**config.mk**
```make
export PLATFORM = sky130hd
export DESIGN_NAME = scrb_top
export DESIGN_NICKNAME = d
export VERILOG_FILES = /design/src/scrb_pkg.sv /design/src/scrb_regmem.sv /design/src/scrb_top.sv
export SDC_FILE = /design/constraint.sdc
export NUM_CORES = 1
export LEC_CHECK = 0
export BUFFER_PORTS_ARGS = -buffer_cell sky130_fd_sc_hd__buf_2
export CORE_MARGIN = 2
export CORE_UTILIZATION = 40
export DETAILED_ROUTE_END_ITERATION = 6
export GPL_TIMING_DRIVEN = 0
export PLACE_DENSITY = 0.58
export SKIP_LAST_GASP = 1
export SLEW_MARGIN = 25
export SYNTH_ARGS = -nofsm -noshare
export SYNTH_HDL_FRONTEND = slang
export SYNTH_SLANG_ARGS = --single-unit
```
**constraint.sdc**
```tcl
create_clock -name sys_clk -period 2.7 [get_ports sys_clk]
set_input_delay 0.54 -clock sys_clk [delete_from_list [all_inputs] [get_ports sys_clk]]
set_output_delay 0.54 -clock sys_clk [all_outputs]
set_load 0.05 [all_outputs]
```
**src/scrb_pkg.sv**
```systemverilog
package scrb_pkg;
    // ************************************************************
    // register addresses
    // ************************************************************
    localparam logic [7:0] ADDR_REF_COUNTER = 8'h1F;
    localparam logic [7:0] ADDR_TEST_OUTPUT = 8'h20;
    localparam logic [7:0] ADDR_REF_PATH    = 8'h22;
    localparam logic [7:0] ADDR_FILTER_SRC  = 8'h23;
    localparam logic [7:0] ADDR_FEEDBACK    = 8'h24;
    localparam logic [7:0] ADDR_OUT_STAGE   = 8'h25;
    localparam logic [7:0] ADDR_FILTER_C0   = 8'h70;
    localparam logic [7:0] ADDR_FILTER_C1   = 8'h71;

    // ************************************************************
    // reset values
    // ************************************************************
    localparam logic [7:0] RST_REF_COUNTER = 8'h01;
    localparam logic [7:0] RST_TEST_OUTPUT = 8'h14;
    localparam logic [7:0] RST_REF_PATH    = 8'h00;
    localparam logic [7:0] RST_FILTER_SRC  = 8'h00;
    localparam logic [7:0] RST_FEEDBACK    = 8'h80;
    localparam logic [7:0] RST_OUT_STAGE   = 8'h07;
    localparam logic [7:0] RST_FILTER_C    = 8'h00;

    // ************************************************************
    // writable bit masks; cleared bits are reserved and read zero
    // ************************************************************
    localparam logic [7:0] MASK_REF_COUNTER = 8'h1F;
    localparam logic [7:0] MASK_TEST_OUTPUT = 8'hFC;
    localparam logic [7:0] MASK_REF_PATH    = 8'h70;
    localparam logic [7:0] MASK_FILTER_SRC  = 8'h32;
    localparam logic [7:0] MASK_FEEDBACK    = 8'hF0;
    localparam logic [7:0] MASK_OUT_STAGE   = 8'hBF;

    // ************************************************************
    // field positions
    // ************************************************************
    localparam int REF_COUNT_MSB  = 4;
    localparam int TSEL_MSB       = 7;
    localparam int TSEL_LSB       = 4;
    localparam int TEN_BIT        = 3;
    localparam int LEVEL_BIT      = 2;
    localparam int REF_MODE_BIT   = 6;
    localparam int REF_DOUBLER_ENABLE_BIT   = 5;
    localparam int REF_HALF_BIT   = 4;
    localparam int FILTER_SEL_BIT = 1;
    localparam int FB_SRC_BIT     = 7;
    localparam int DIV_MSB        = 6;
    localparam int DIV_LSB        = 4;
    localparam int DIV_DB_BIT     = 5;
    localparam int X2_BIT         = 3;
    localparam int RF_OUTPUT_ENABLE_BIT      = 2;
    localparam int PWR_MSB        = 1;

    // ************************************************************
    // codes
    // ************************************************************
    localparam logic [3:0] TSEL_TRISTATE = 4'h0;
    localparam logic [3:0] TSEL_LOCK     = 4'h1;
    localparam logic [3:0] TSEL_PUMP_UP  = 4'h2;
    localparam logic [3:0] TSEL_PUMP_DN  = 4'h3;
    localparam logic [3:0] TSEL_REF_HALF = 4'h4;
    localparam logic [3:0] TSEL_FB_HALF  = 4'h5;
    localparam logic [3:0] TSEL_VCO_TEST = 4'h6;
    localparam logic [3:0] TSEL_HIGH     = 4'h8;
    localparam logic [3:0] TSEL_CAL_R    = 4'h9;
    localparam logic [3:0] TSEL_CAL_N    = 4'hA;
    localparam logic [2:0] DIV_RESERVED  = 3'h7;
    localparam logic [5:0] REF_DIV_ZERO  = 6'h20;
    localparam int         NUM_REGS      = 8;
endpackage

```
**src/scrb_regmem.sv**
```systemverilog
`timescale 1ns/10ps
`default_nettype none
// small register store with registered read data
module scrb_regmem #(
    parameter int DEPTH = 8,
    parameter int AW    = 3
) (
    input  wire logic          sys_clk,   // system clock
    input  wire logic          rst_n,     // sync reset, active low
    input  wire logic          wr_en,     // write strobe
    input  wire logic [AW-1:0] wr_idx,    // write slot
    input  wire logic [7:0]    wr_data,   // write data
    input  wire logic [7:0]    wr_mask,   // writable bits of slot
    input  wire logic [7:0]    rst_val,   // reset value of written slot
    input  wire logic [AW-1:0] rd_idx,    // read slot
    output logic      [7:0]    rd_data,   // registered read data
    output logic [DEPTH*8-1:0] all_data   // every slot, flat
);
    typedef struct packed {
        logic [DEPTH-1:0][7:0] mem;
        logic [7:0]            rd;
    } scrb_mem_t;

    scrb_mem_t st;
    scrb_mem_t next_st;
    logic [DEPTH-1:0][7:0] rst_vals;

    // ************************************************************
    // reset image of every slot
    // ************************************************************
    always_comb
    begin
        rst_vals = '0;
        rst_vals[0] = scrb_pkg::RST_REF_COUNTER;
        rst_vals[1] = scrb_pkg::RST_TEST_OUTPUT;
        rst_vals[2] = scrb_pkg::RST_REF_PATH;
        rst_vals[3] = scrb_pkg::RST_FILTER_SRC;
        rst_vals[4] = scrb_pkg::RST_FEEDBACK;
        rst_vals[5] = scrb_pkg::RST_OUT_STAGE;
    end

    // masked write keeps reserved bits at zero
    always_comb
    begin
        next_st = st;
        if (wr_en)
        begin
            next_st.mem[wr_idx] = (wr_data & wr_mask) | (rst_val & ~wr_mask);
        end
        next_st.rd = st.mem[rd_idx];
    end

    always_ff @(posedge sys_clk)
    begin
        if (!rst_n)
        begin
            st.mem <= rst_vals;
            st.rd  <= 8'h00;
        end
        else
        begin
            st <= next_st;
        end
    end

    assign rd_data  = st.rd;
    assign all_data = st.mem;
endmodule
`default_nettype wire

```
**src/scrb_top.sv**
```systemverilog
//
// Contract
// - Reference count divides by its value; zero divides by 32; resets to one.
// - Test select field bits 7:4 routes one source to the shared pin.
// - Select code zero tristates the pin, only while test enable is cleared and no serial read is in progress.
// - Enable clear: pin gives serial read data; set: pin carries selected signal.
// - Reference path bit 6 picks single-ended or differential input.
// - Reference path bit 5 enables the reference doubler.
// - Reference path bit 4 inserts a divide-by-two stage.
// - Filter source bit picks automatic or register-written coefficients.
// - Feedback bit 7 picks fundamental (one, default) or divided output.
// - Divide field bits 6:4 divides by 1..64; code 7 reserved; output stage bit 5 buffers.
// - Output enable bit 2 turns the output pair on; default on.
// - Power field bits 1:0 pick four levels; default three.
`timescale 1ns/10ps
`default_nettype none
module scrb_top (
    input  wire logic       sys_clk,              // 50 MHz clock
    input  wire logic       rst_n,                // sync reset, active low
    input  wire logic       reg_wr,               // register write strobe
    input  wire logic       reg_rd,               // register read strobe
    input  wire logic [7:0] reg_addr,             // register address
    input  wire logic [7:0] reg_wdata,            // write data
    output logic      [7:0] reg_rdata,            // read data, one cycle after reg_rd
    output logic            reg_rvalid,           // read data valid pulse
    input  wire logic       buffer_update,        // commit buffered settings pulse
    input  wire logic       spi_sdo,              // serial read data bit
    input  wire logic       spi_sdo_active,       // serial read in progress
    input  wire logic       lock_detect,          // test source
    input  wire logic       pump_up,              // test source
    input  wire logic       pump_down,            // test source
    input  wire logic       ref_div_half,         // test source
    input  wire logic       fb_div_half,          // test source
    input  wire logic       vco_test,             // test source
    input  wire logic       cal_r_half,           // test source
    input  wire logic       cal_n_half,           // test source
    output logic            test_pin_o,           // shared pin level
    output logic            test_pin_oe,          // shared pin drive enable
    output logic            output_level_select,  // pin logic level choice
    output logic      [5:0] ref_divide_ratio,     // effective reference ratio 1..32
    output logic            ref_input_mode,       // 1 differential
    output logic            ref_doubler_enable,   // reference doubler on
    output logic            ref_half_divide,      // divide-by-two stage
    output logic            filter_manual,        // use register coefficients
    output logic      [7:0] filter_coef0,         // manual coefficient 0
    output logic      [7:0] filter_coef1,         // manual coefficient 1
    output logic            feedback_source,      // 1 fundamental
    output logic      [6:0] out_divide_ratio,     // active output ratio
    output logic            output_doubler_enable,// output doubler on
    output logic            rf_output_enable,     // output pair on
    output logic            rf_out_pos_en,        // positive pin enable
    output logic            rf_out_neg_en,        // negative pin enable
    output logic      [1:0] output_power_level    // 0 lowest .. 3 highest
);
    typedef enum logic [1:0] {
        SCRB_PIN_SDO  = 2'b01,
        SCRB_PIN_TEST = 2'b10
    } scrb_pin_t;

    typedef struct packed {
        logic [2:0] div_active;
        logic       rvalid;
        scrb_pin_t  pin_mode;
        logic       pin_o;
        logic       pin_oe;
    } scrb_state_t;

    scrb_state_t st;
    scrb_state_t next_st;

    logic [3:0]  wr_idx;
    logic        wr_hit;
    logic [3:0]  rd_idx;
    logic        rd_hit;
    logic [7:0]  wr_mask;
    logic [7:0]  wr_rst;
    logic [7:0]  mem_rdata;
    logic [63:0] regs;
    logic [7:0]  r_ref, r_test, r_path, r_filt, r_fb, r_out, r_c0, r_c1;
    logic        test_sig;

    // ************************************************************
    // address decode
    // ************************************************************
    // map a register address to its store slot; unmapped gives hit low
    function automatic logic [3:0] slot_of(input logic [7:0] a);
        unique case (a)
            scrb_pkg::ADDR_REF_COUNTER: slot_of = 4'h8;
            scrb_pkg::ADDR_TEST_OUTPUT: slot_of = 4'h9;
            scrb_pkg::ADDR_REF_PATH:    slot_of = 4'hA;
            scrb_pkg::ADDR_FILTER_SRC:  slot_of = 4'hB;
            scrb_pkg::ADDR_FEEDBACK:    slot_of = 4'hC;
            scrb_pkg::ADDR_OUT_STAGE:   slot_of = 4'hD;
            scrb_pkg::ADDR_FILTER_C0:   slot_of = 4'hE;
            scrb_pkg::ADDR_FILTER_C1:   slot_of = 4'hF;
            default:                    slot_of = 4'h0;
        endcase
    endfunction

    // writable mask and reset value of a slot
    function automatic logic [7:0] mask_of(input logic [2:0] s);
        unique case (s)
            3'h0:    mask_of = scrb_pkg::MASK_REF_COUNTER;
            3'h1:    mask_of = scrb_pkg::MASK_TEST_OUTPUT;
            3'h2:    mask_of = scrb_pkg::MASK_REF_PATH;
            3'h3:    mask_of = scrb_pkg::MASK_FILTER_SRC;
            3'h4:    mask_of = scrb_pkg::MASK_FEEDBACK;
            3'h5:    mask_of = scrb_pkg::MASK_OUT_STAGE;
            default: mask_of = 8'hFF;
        endcase
    endfunction

    function automatic logic [7:0] rst_of(input logic [2:0] s);
        unique case (s)
            3'h0:    rst_of = scrb_pkg::RST_REF_COUNTER;
            3'h1:    rst_of = scrb_pkg::RST_TEST_OUTPUT;
            3'h4:    rst_of = scrb_pkg::RST_FEEDBACK;
            3'h5:    rst_of = scrb_pkg::RST_OUT_STAGE;
            default: rst_of = scrb_pkg::RST_FILTER_C;
        endcase
    endfunction

    assign wr_idx  = slot_of(reg_addr);
    assign wr_hit  = reg_wr & wr_idx[3];
    assign rd_idx  = slot_of(reg_addr);
    assign rd_hit  = rd_idx[3];
    assign wr_mask = mask_of(wr_idx[2:0]);
    assign wr_rst  = rst_of(wr_idx[2:0]);

    // ************************************************************
    // register store
    // ************************************************************
    scrb_regmem #(
        .DEPTH (scrb_pkg::NUM_REGS),
        .AW    (3)
    ) u_mem (
        .sys_clk  (sys_clk),
        .rst_n    (rst_n),
        .wr_en    (wr_hit),
        .wr_idx   (wr_idx[2:0]),
        .wr_data  (reg_wdata),
        .wr_mask  (wr_mask),
        .rst_val  (wr_rst),
        .rd_idx   (rd_idx[2:0]),
        .rd_data  (mem_rdata),
        .all_data (regs)
    );

    assign r_ref  = regs[7:0];
    assign r_test = regs[15:8];
    assign r_path = regs[23:16];
    assign r_filt = regs[31:24];
    assign r_fb   = regs[39:32];
    assign r_out  = regs[47:40];
    assign r_c0   = regs[55:48];
    assign r_c1   = regs[63:56];

    // ************************************************************
    // test source selection
    // ************************************************************
    // reserved codes drive low rather than float
    always_comb
    begin
        unique case (r_test[scrb_pkg::TSEL_MSB:scrb_pkg::TSEL_LSB])
            scrb_pkg::TSEL_LOCK:     test_sig = lock_detect;
            scrb_pkg::TSEL_PUMP_UP:  test_sig = pump_up;
            scrb_pkg::TSEL_PUMP_DN:  test_sig = pump_down;
            scrb_pkg::TSEL_REF_HALF: test_sig = ref_div_half;
            scrb_pkg::TSEL_FB_HALF:  test_sig = fb_div_half;
            scrb_pkg::TSEL_VCO_TEST: test_sig = vco_test;
            scrb_pkg::TSEL_HIGH:     test_sig = 1'b1;
            scrb_pkg::TSEL_CAL_R:    test_sig = cal_r_half;
            scrb_pkg::TSEL_CAL_N:    test_sig = cal_n_half;
            default:                 test_sig = 1'b0;
        endcase
    end

    // ************************************************************
    // next state
    // ************************************************************
    always_comb
    begin
        next_st = st;
        next_st.rvalid = reg_rd;
        // pin ownership follows the enable bit
        if (r_test[scrb_pkg::TEN_BIT])
        begin
            next_st.pin_mode = SCRB_PIN_TEST;
        end
        else
        begin
            next_st.pin_mode = SCRB_PIN_SDO;
        end
        unique case (next_st.pin_mode)
            SCRB_PIN_TEST:
            begin
                next_st.pin_o  = test_sig;
                next_st.pin_oe = 1'b1;
            end
            SCRB_PIN_SDO:
            begin
                next_st.pin_o = spi_sdo;
                // code zero floats the pin outside serial reads
                next_st.pin_oe = spi_sdo_active |
                    (r_test[scrb_pkg::TSEL_MSB:scrb_pkg::TSEL_LSB] != scrb_pkg::TSEL_TRISTATE);
            end
            default:
            begin
                next_st.pin_o  = 1'b0;
                next_st.pin_oe = 1'b0;
            end
        endcase
        // divide ratio follows writes directly unless buffered
        if (!r_out[scrb_pkg::DIV_DB_BIT] || buffer_update)
        begin
            next_st.div_active = r_fb[scrb_pkg::DIV_MSB:scrb_pkg::DIV_LSB];
        end
    end

    always_ff @(posedge sys_clk)
    begin
        if (!rst_n)
        begin
            st.div_active <= 3'h0;
            st.rvalid     <= 1'b0;
            st.pin_mode   <= SCRB_PIN_SDO;
            st.pin_o      <= 1'b0;
            st.pin_oe     <= 1'b1;
        end
        else
        begin
            st <= next_st;
        end
    end

    // ************************************************************
    // outputs
    // ************************************************************
    // unmapped reads return zero
    assign reg_rdata  = rd_hit ? mem_rdata : 8'h00;
    assign reg_rvalid = st.rvalid;
    assign test_pin_o  = st.pin_o;
    assign test_pin_oe = st.pin_oe;
    assign output_level_select = r_test[scrb_pkg::LEVEL_BIT];

    // zero count means the longest ratio
    assign ref_divide_ratio = (r_ref[scrb_pkg::REF_COUNT_MSB:0] == 5'h00) ?
        scrb_pkg::REF_DIV_ZERO : {1'b0, r_ref[scrb_pkg::REF_COUNT_MSB:0]};

    assign ref_input_mode     = r_path[scrb_pkg::REF_MODE_BIT];
    assign ref_doubler_enable = r_path[scrb_pkg::REF_DOUBLER_ENABLE_BIT];
    assign ref_half_divide    = r_path[scrb_pkg::REF_HALF_BIT];
    assign filter_manual      = r_filt[scrb_pkg::FILTER_SEL_BIT];
    assign filter_coef0       = r_c0;
    assign filter_coef1       = r_c1;
    assign feedback_source    = r_fb[scrb_pkg::FB_SRC_BIT];

    // reserved code holds the ratio at zero so downstream can ignore it
    assign out_divide_ratio = (st.div_active == scrb_pkg::DIV_RESERVED) ?
        7'h00 : 7'(7'h01 << st.div_active);

    assign output_doubler_enable = r_out[scrb_pkg::X2_BIT];
    assign rf_output_enable      = r_out[scrb_pkg::RF_OUTPUT_ENABLE_BIT];
    assign rf_out_pos_en         = r_out[scrb_pkg::RF_OUTPUT_ENABLE_BIT];
    assign rf_out_neg_en         = r_out[scrb_pkg::RF_OUTPUT_ENABLE_BIT];
    assign output_power_level    = r_out[scrb_pkg::PWR_MSB:0];
endmodule
`default_nettype wire

```
==> run_results.csv <==
group,metric,value,unit
outcome,status,"completed",
worst_setup_path,path_buf_inv,3,
place,place_congestion,0.852,
worst_setup_path,path_max_fanout,9,
global_route,grt-ovfl-total,0,
synth,yosysMostFrequentCell,"dfxtp_1",
detailed_routing,viasPerCell,5.10,
detailed_routing,drc,0,
power,seqPwrFrac,49.3,%
timing,finalCritPeriodShare,96.5,%
worst_setup_path,critPathMostFrequentCell,"buf_2",
power,power-per-cell-area,505,mW/mm2
place,place_inst,617,
power,p_comb_share,7.2,%
hold_path,hp-class,"primary input to register",
timing,drv_slew,0,
timing,layout_min_cycle_time,2.61,ns
layout,antennaDiodeCount,0,
clock_tree,cts_max_level,3,
detailed_routing,drtAntennaViolNets,0,
power,power,2.34,mW
worst_setup_path,r2r_cells,6,
floorplan,io_pins,83,
timing,tightest_slew,1.08,ns
place,place_area,0.00435,mm2
clock_tree,insertion_delay,0.36,ns
detailed_routing,drt_iter0_markers,166,
timing,max_freq,384,MHz
timing,finClkSkew,0.0109,ns
worst_setup_path,rrSetupSlack,1.20,ns
global_route,antenna_found_initial,0,
worst_setup_path,end_kind,"output pin",
floorplan,die_w,101,um
hold_path,holdPathEnd,"reg_rvalid$_SDFF_PN0_",
detailed_routing,wl,10800,um
detailed_routing,post_drt_wl_per_cell,17.0,um
hold_path,min_from,"reg_rd",
clock_tree,cts_buffer_depth,2,
floorplan,core,0.00924,mm2
floorplan,die_y,101,um
timing,hold_violations,0,
clock_tree,clk_pin_slew,0.09,ns
detailed_routing,vias,3235,
worst_setup_path,path_cells,"buf_2 > inv_1 > o2111ai_4 > nand2_1 > or2_4 > and2_1 > buf_2",
layout,final_nets,531,
worst_setup_path,arrival,2.07,ns
clock_tree,cts_tree,"yes",
layout,area_delta_synth_final,21.9,%
synth,synthFlopType,"dfxtp_1",
hold_path,hold_path_depth,2,
worst_setup_path,crit_slowest_cell,"o2111ai_4",
power,switching_power,0.593,mW
worst_setup_path,r2r_start,"u_mem.all_data[13]$_SDFFE_PN0P_",
synth,synth_async_sr_flop_share,0,%
layout,drive_gt1_share,26.7,%
worst_setup_path,rr_endpoint,"test_pin_o$_SDFF_PN0_",
worst_setup_path,crit_type,"primary input to output pin",
clock_tree,cts_buffers,9,
synth,ys_top_cells_by_area,"dfxtp_1 41%, mux2i_1 17%, nor2b_1 5.8%",
synth,synth_top_cell_area_share,41.1,%
power,p_int,1.75,mW
synth,avgSynthCellArea,9.25,um2
floorplan,rows,35,
global_route,grt_pass1_wl,16800,um
synth,synth_edf_count,0,
synth,yosys-top-cells-count,"78 x dfxtp_1, 64 x mux2i_1, 35 x nor2b_1",
clock_tree,hold_buffers,0,
synth,yosys_warnings,0,
layout,fillers,923,
clock_tree,clock-root-buffer,"clkbuf_8",
synth,yosysTopAreaCell,"dfxtp_1",
worst_setup_path,start_kind,"primary input",
global_route,grt_max_degree,16,
synth,synth_nets,442,
clock_tree,cts.sinks,78,
power,p_leak,2.16,nW
layout,fin_area,0.00463,mm2
global_route,grt_usage,21.7,%
synth,synth_seq_cells,78,
power,vdd_drop_max,0.283,mV
synth,synth.yosys.seq_area_share,41.1,%
place,portBuffers,77,
synth,syn_area,0.00380,mm2
synth,post_synth_num_cell_types,47,
detailed_routing,dr.pass1.iters,4,
job,drv_cap,0,
timing,relSlewSlack,27.7,%
timing,fin_ws,0.0946,ns
layout,fin_cells,634,
worst_setup_path,required,2.16,ns
layout,multi_input_comb_area,0.00200,mm2
floorplan,start_util,41.1,%
global_route,grt_pass1_vias,3088,
synth,synth_cells,411,
timing,setup_viol,0,
layout,seq_area,0.00156,mm2
worst_setup_path,slowest_delay,0.33,ns
place,pre_cts_ws,-0.412,ns
floorplan,design.die.area,0.0103,mm2
power,p_clk_share,43.5,%
power,switching_share,25.3,%
timing,rsz0062_at_grt,"false",
worst_setup_path,cp_top_family,"simple AND/OR/NAND/NOR gates",
place,dp_hpwl,7790,um
## layout make-up
| class | instances | area share, % |
|---|---|---|
| sequential | 78 | 33.7 |
| timing repair buffer | 78 | 8.48 |
| buffer | 50 | 5.86 |
| clock buffer | 9 | 2.67 |
| clock inverter | 7 | 2.27 |
| inverter | 4 | 0.324 |
| tap | 129 | 3.48 |
| multi-input combinational | 279 | 43.2 |
## per-stage QoR
stage	setup TNS (ns)	hold WS, ns	util [%]
after global placement	-2.92	0.465	47.1
final	0	0.379	50.2
after CTS	0	0.380	50.0
after global routing	0	0.404	50.2
after floorplan	0	0.444	-
after detailed placement	-3.26	0.466	47.1
## cell usage in the layout, fill, tap and decap left out, drive strengths merged, types with 7 or more instances in the layout
cell      n
nor2b    35
buf     104
nand2    24
and2     10
nand3    18
and3     25
dfxtp    78
a21boi    9
a21oi     9
clkbuf   33
inv       7
mux2i    64
nor2     21
## power by group through the flow
stage	registers [mW]	logic, mW	clock network (mW)
6_report	1.15	0.169	1.02
5_1_grt	1.15	0.181	1.08
3_5_place_dp	1.18	0.161	0
2_1_floorplan	1.19	0.0888	0
3_3_place_gp	1.18	0.160	0
4_1_cts	1.15	0.166	1.03
## cells by family (layout without fill, tap and decap cells)
logic type	after synthesis	after routing	synth area share [%]
simple gates	162	162	24.6
flops	78	78	41.1
mux	65	65	17.1
buf+inv	54	148	7.47
compound gates	52	52	9.74
## worst register-to-register path: stages, from the launching register on
cell,delay [ns]
dfxtp_1,0.31
clkbuf_1,0.31
mux2i_1,0.24
nor2_1,0.06
a311oi_1,0.26
a211o_1,0.14
a31oi_1,0.07
## worst max-delay path by stage
stage                start      endpoint  slack (ns)  cells after the start
2_1_floorplan  reg_addr[2]  reg_rdata[0]        0.09                      7
3_3_place_gp   reg_addr[2]  reg_rdata[6]       -0.37                      8
3_5_place_dp   reg_addr[2]  reg_rdata[0]       -0.41                      8
4_1_cts        reg_addr[1]  reg_rdata[0]        0.03                      6
5_1_grt        reg_addr[0]  reg_rdata[1]       0.003                      7
6_report       reg_addr[0]  reg_rdata[2]        0.09                      7
## sequential cells by signal, summed over array words and instances, names as in the netlist
register,flops
reg_rvalid,1
test_pin_o,1
st,3
u_mem.rd_data,8
test_pin_oe,1
u_mem.all_data,64
## routing by layer
layer | up-vias | wire length (um) | track usage (%)
met5 | - | 0 | 0
met4 | 0 | 117 | 6.86
met3 | 8 | 606 | 3.73
met2 | 96 | 4980 | 34.6
met1 | 1540 | 5080 | 30.0
li1 | 1591 | - | -
## what timing repair did
action / in CTS / in global routing
resized for setup: 7 / 4
setup buffers: 1 / 0
setup endpoints to repair: 8 / 8
pin swaps: 1 / 0
No activity file was read; power rests on OpenSTA's default activity.
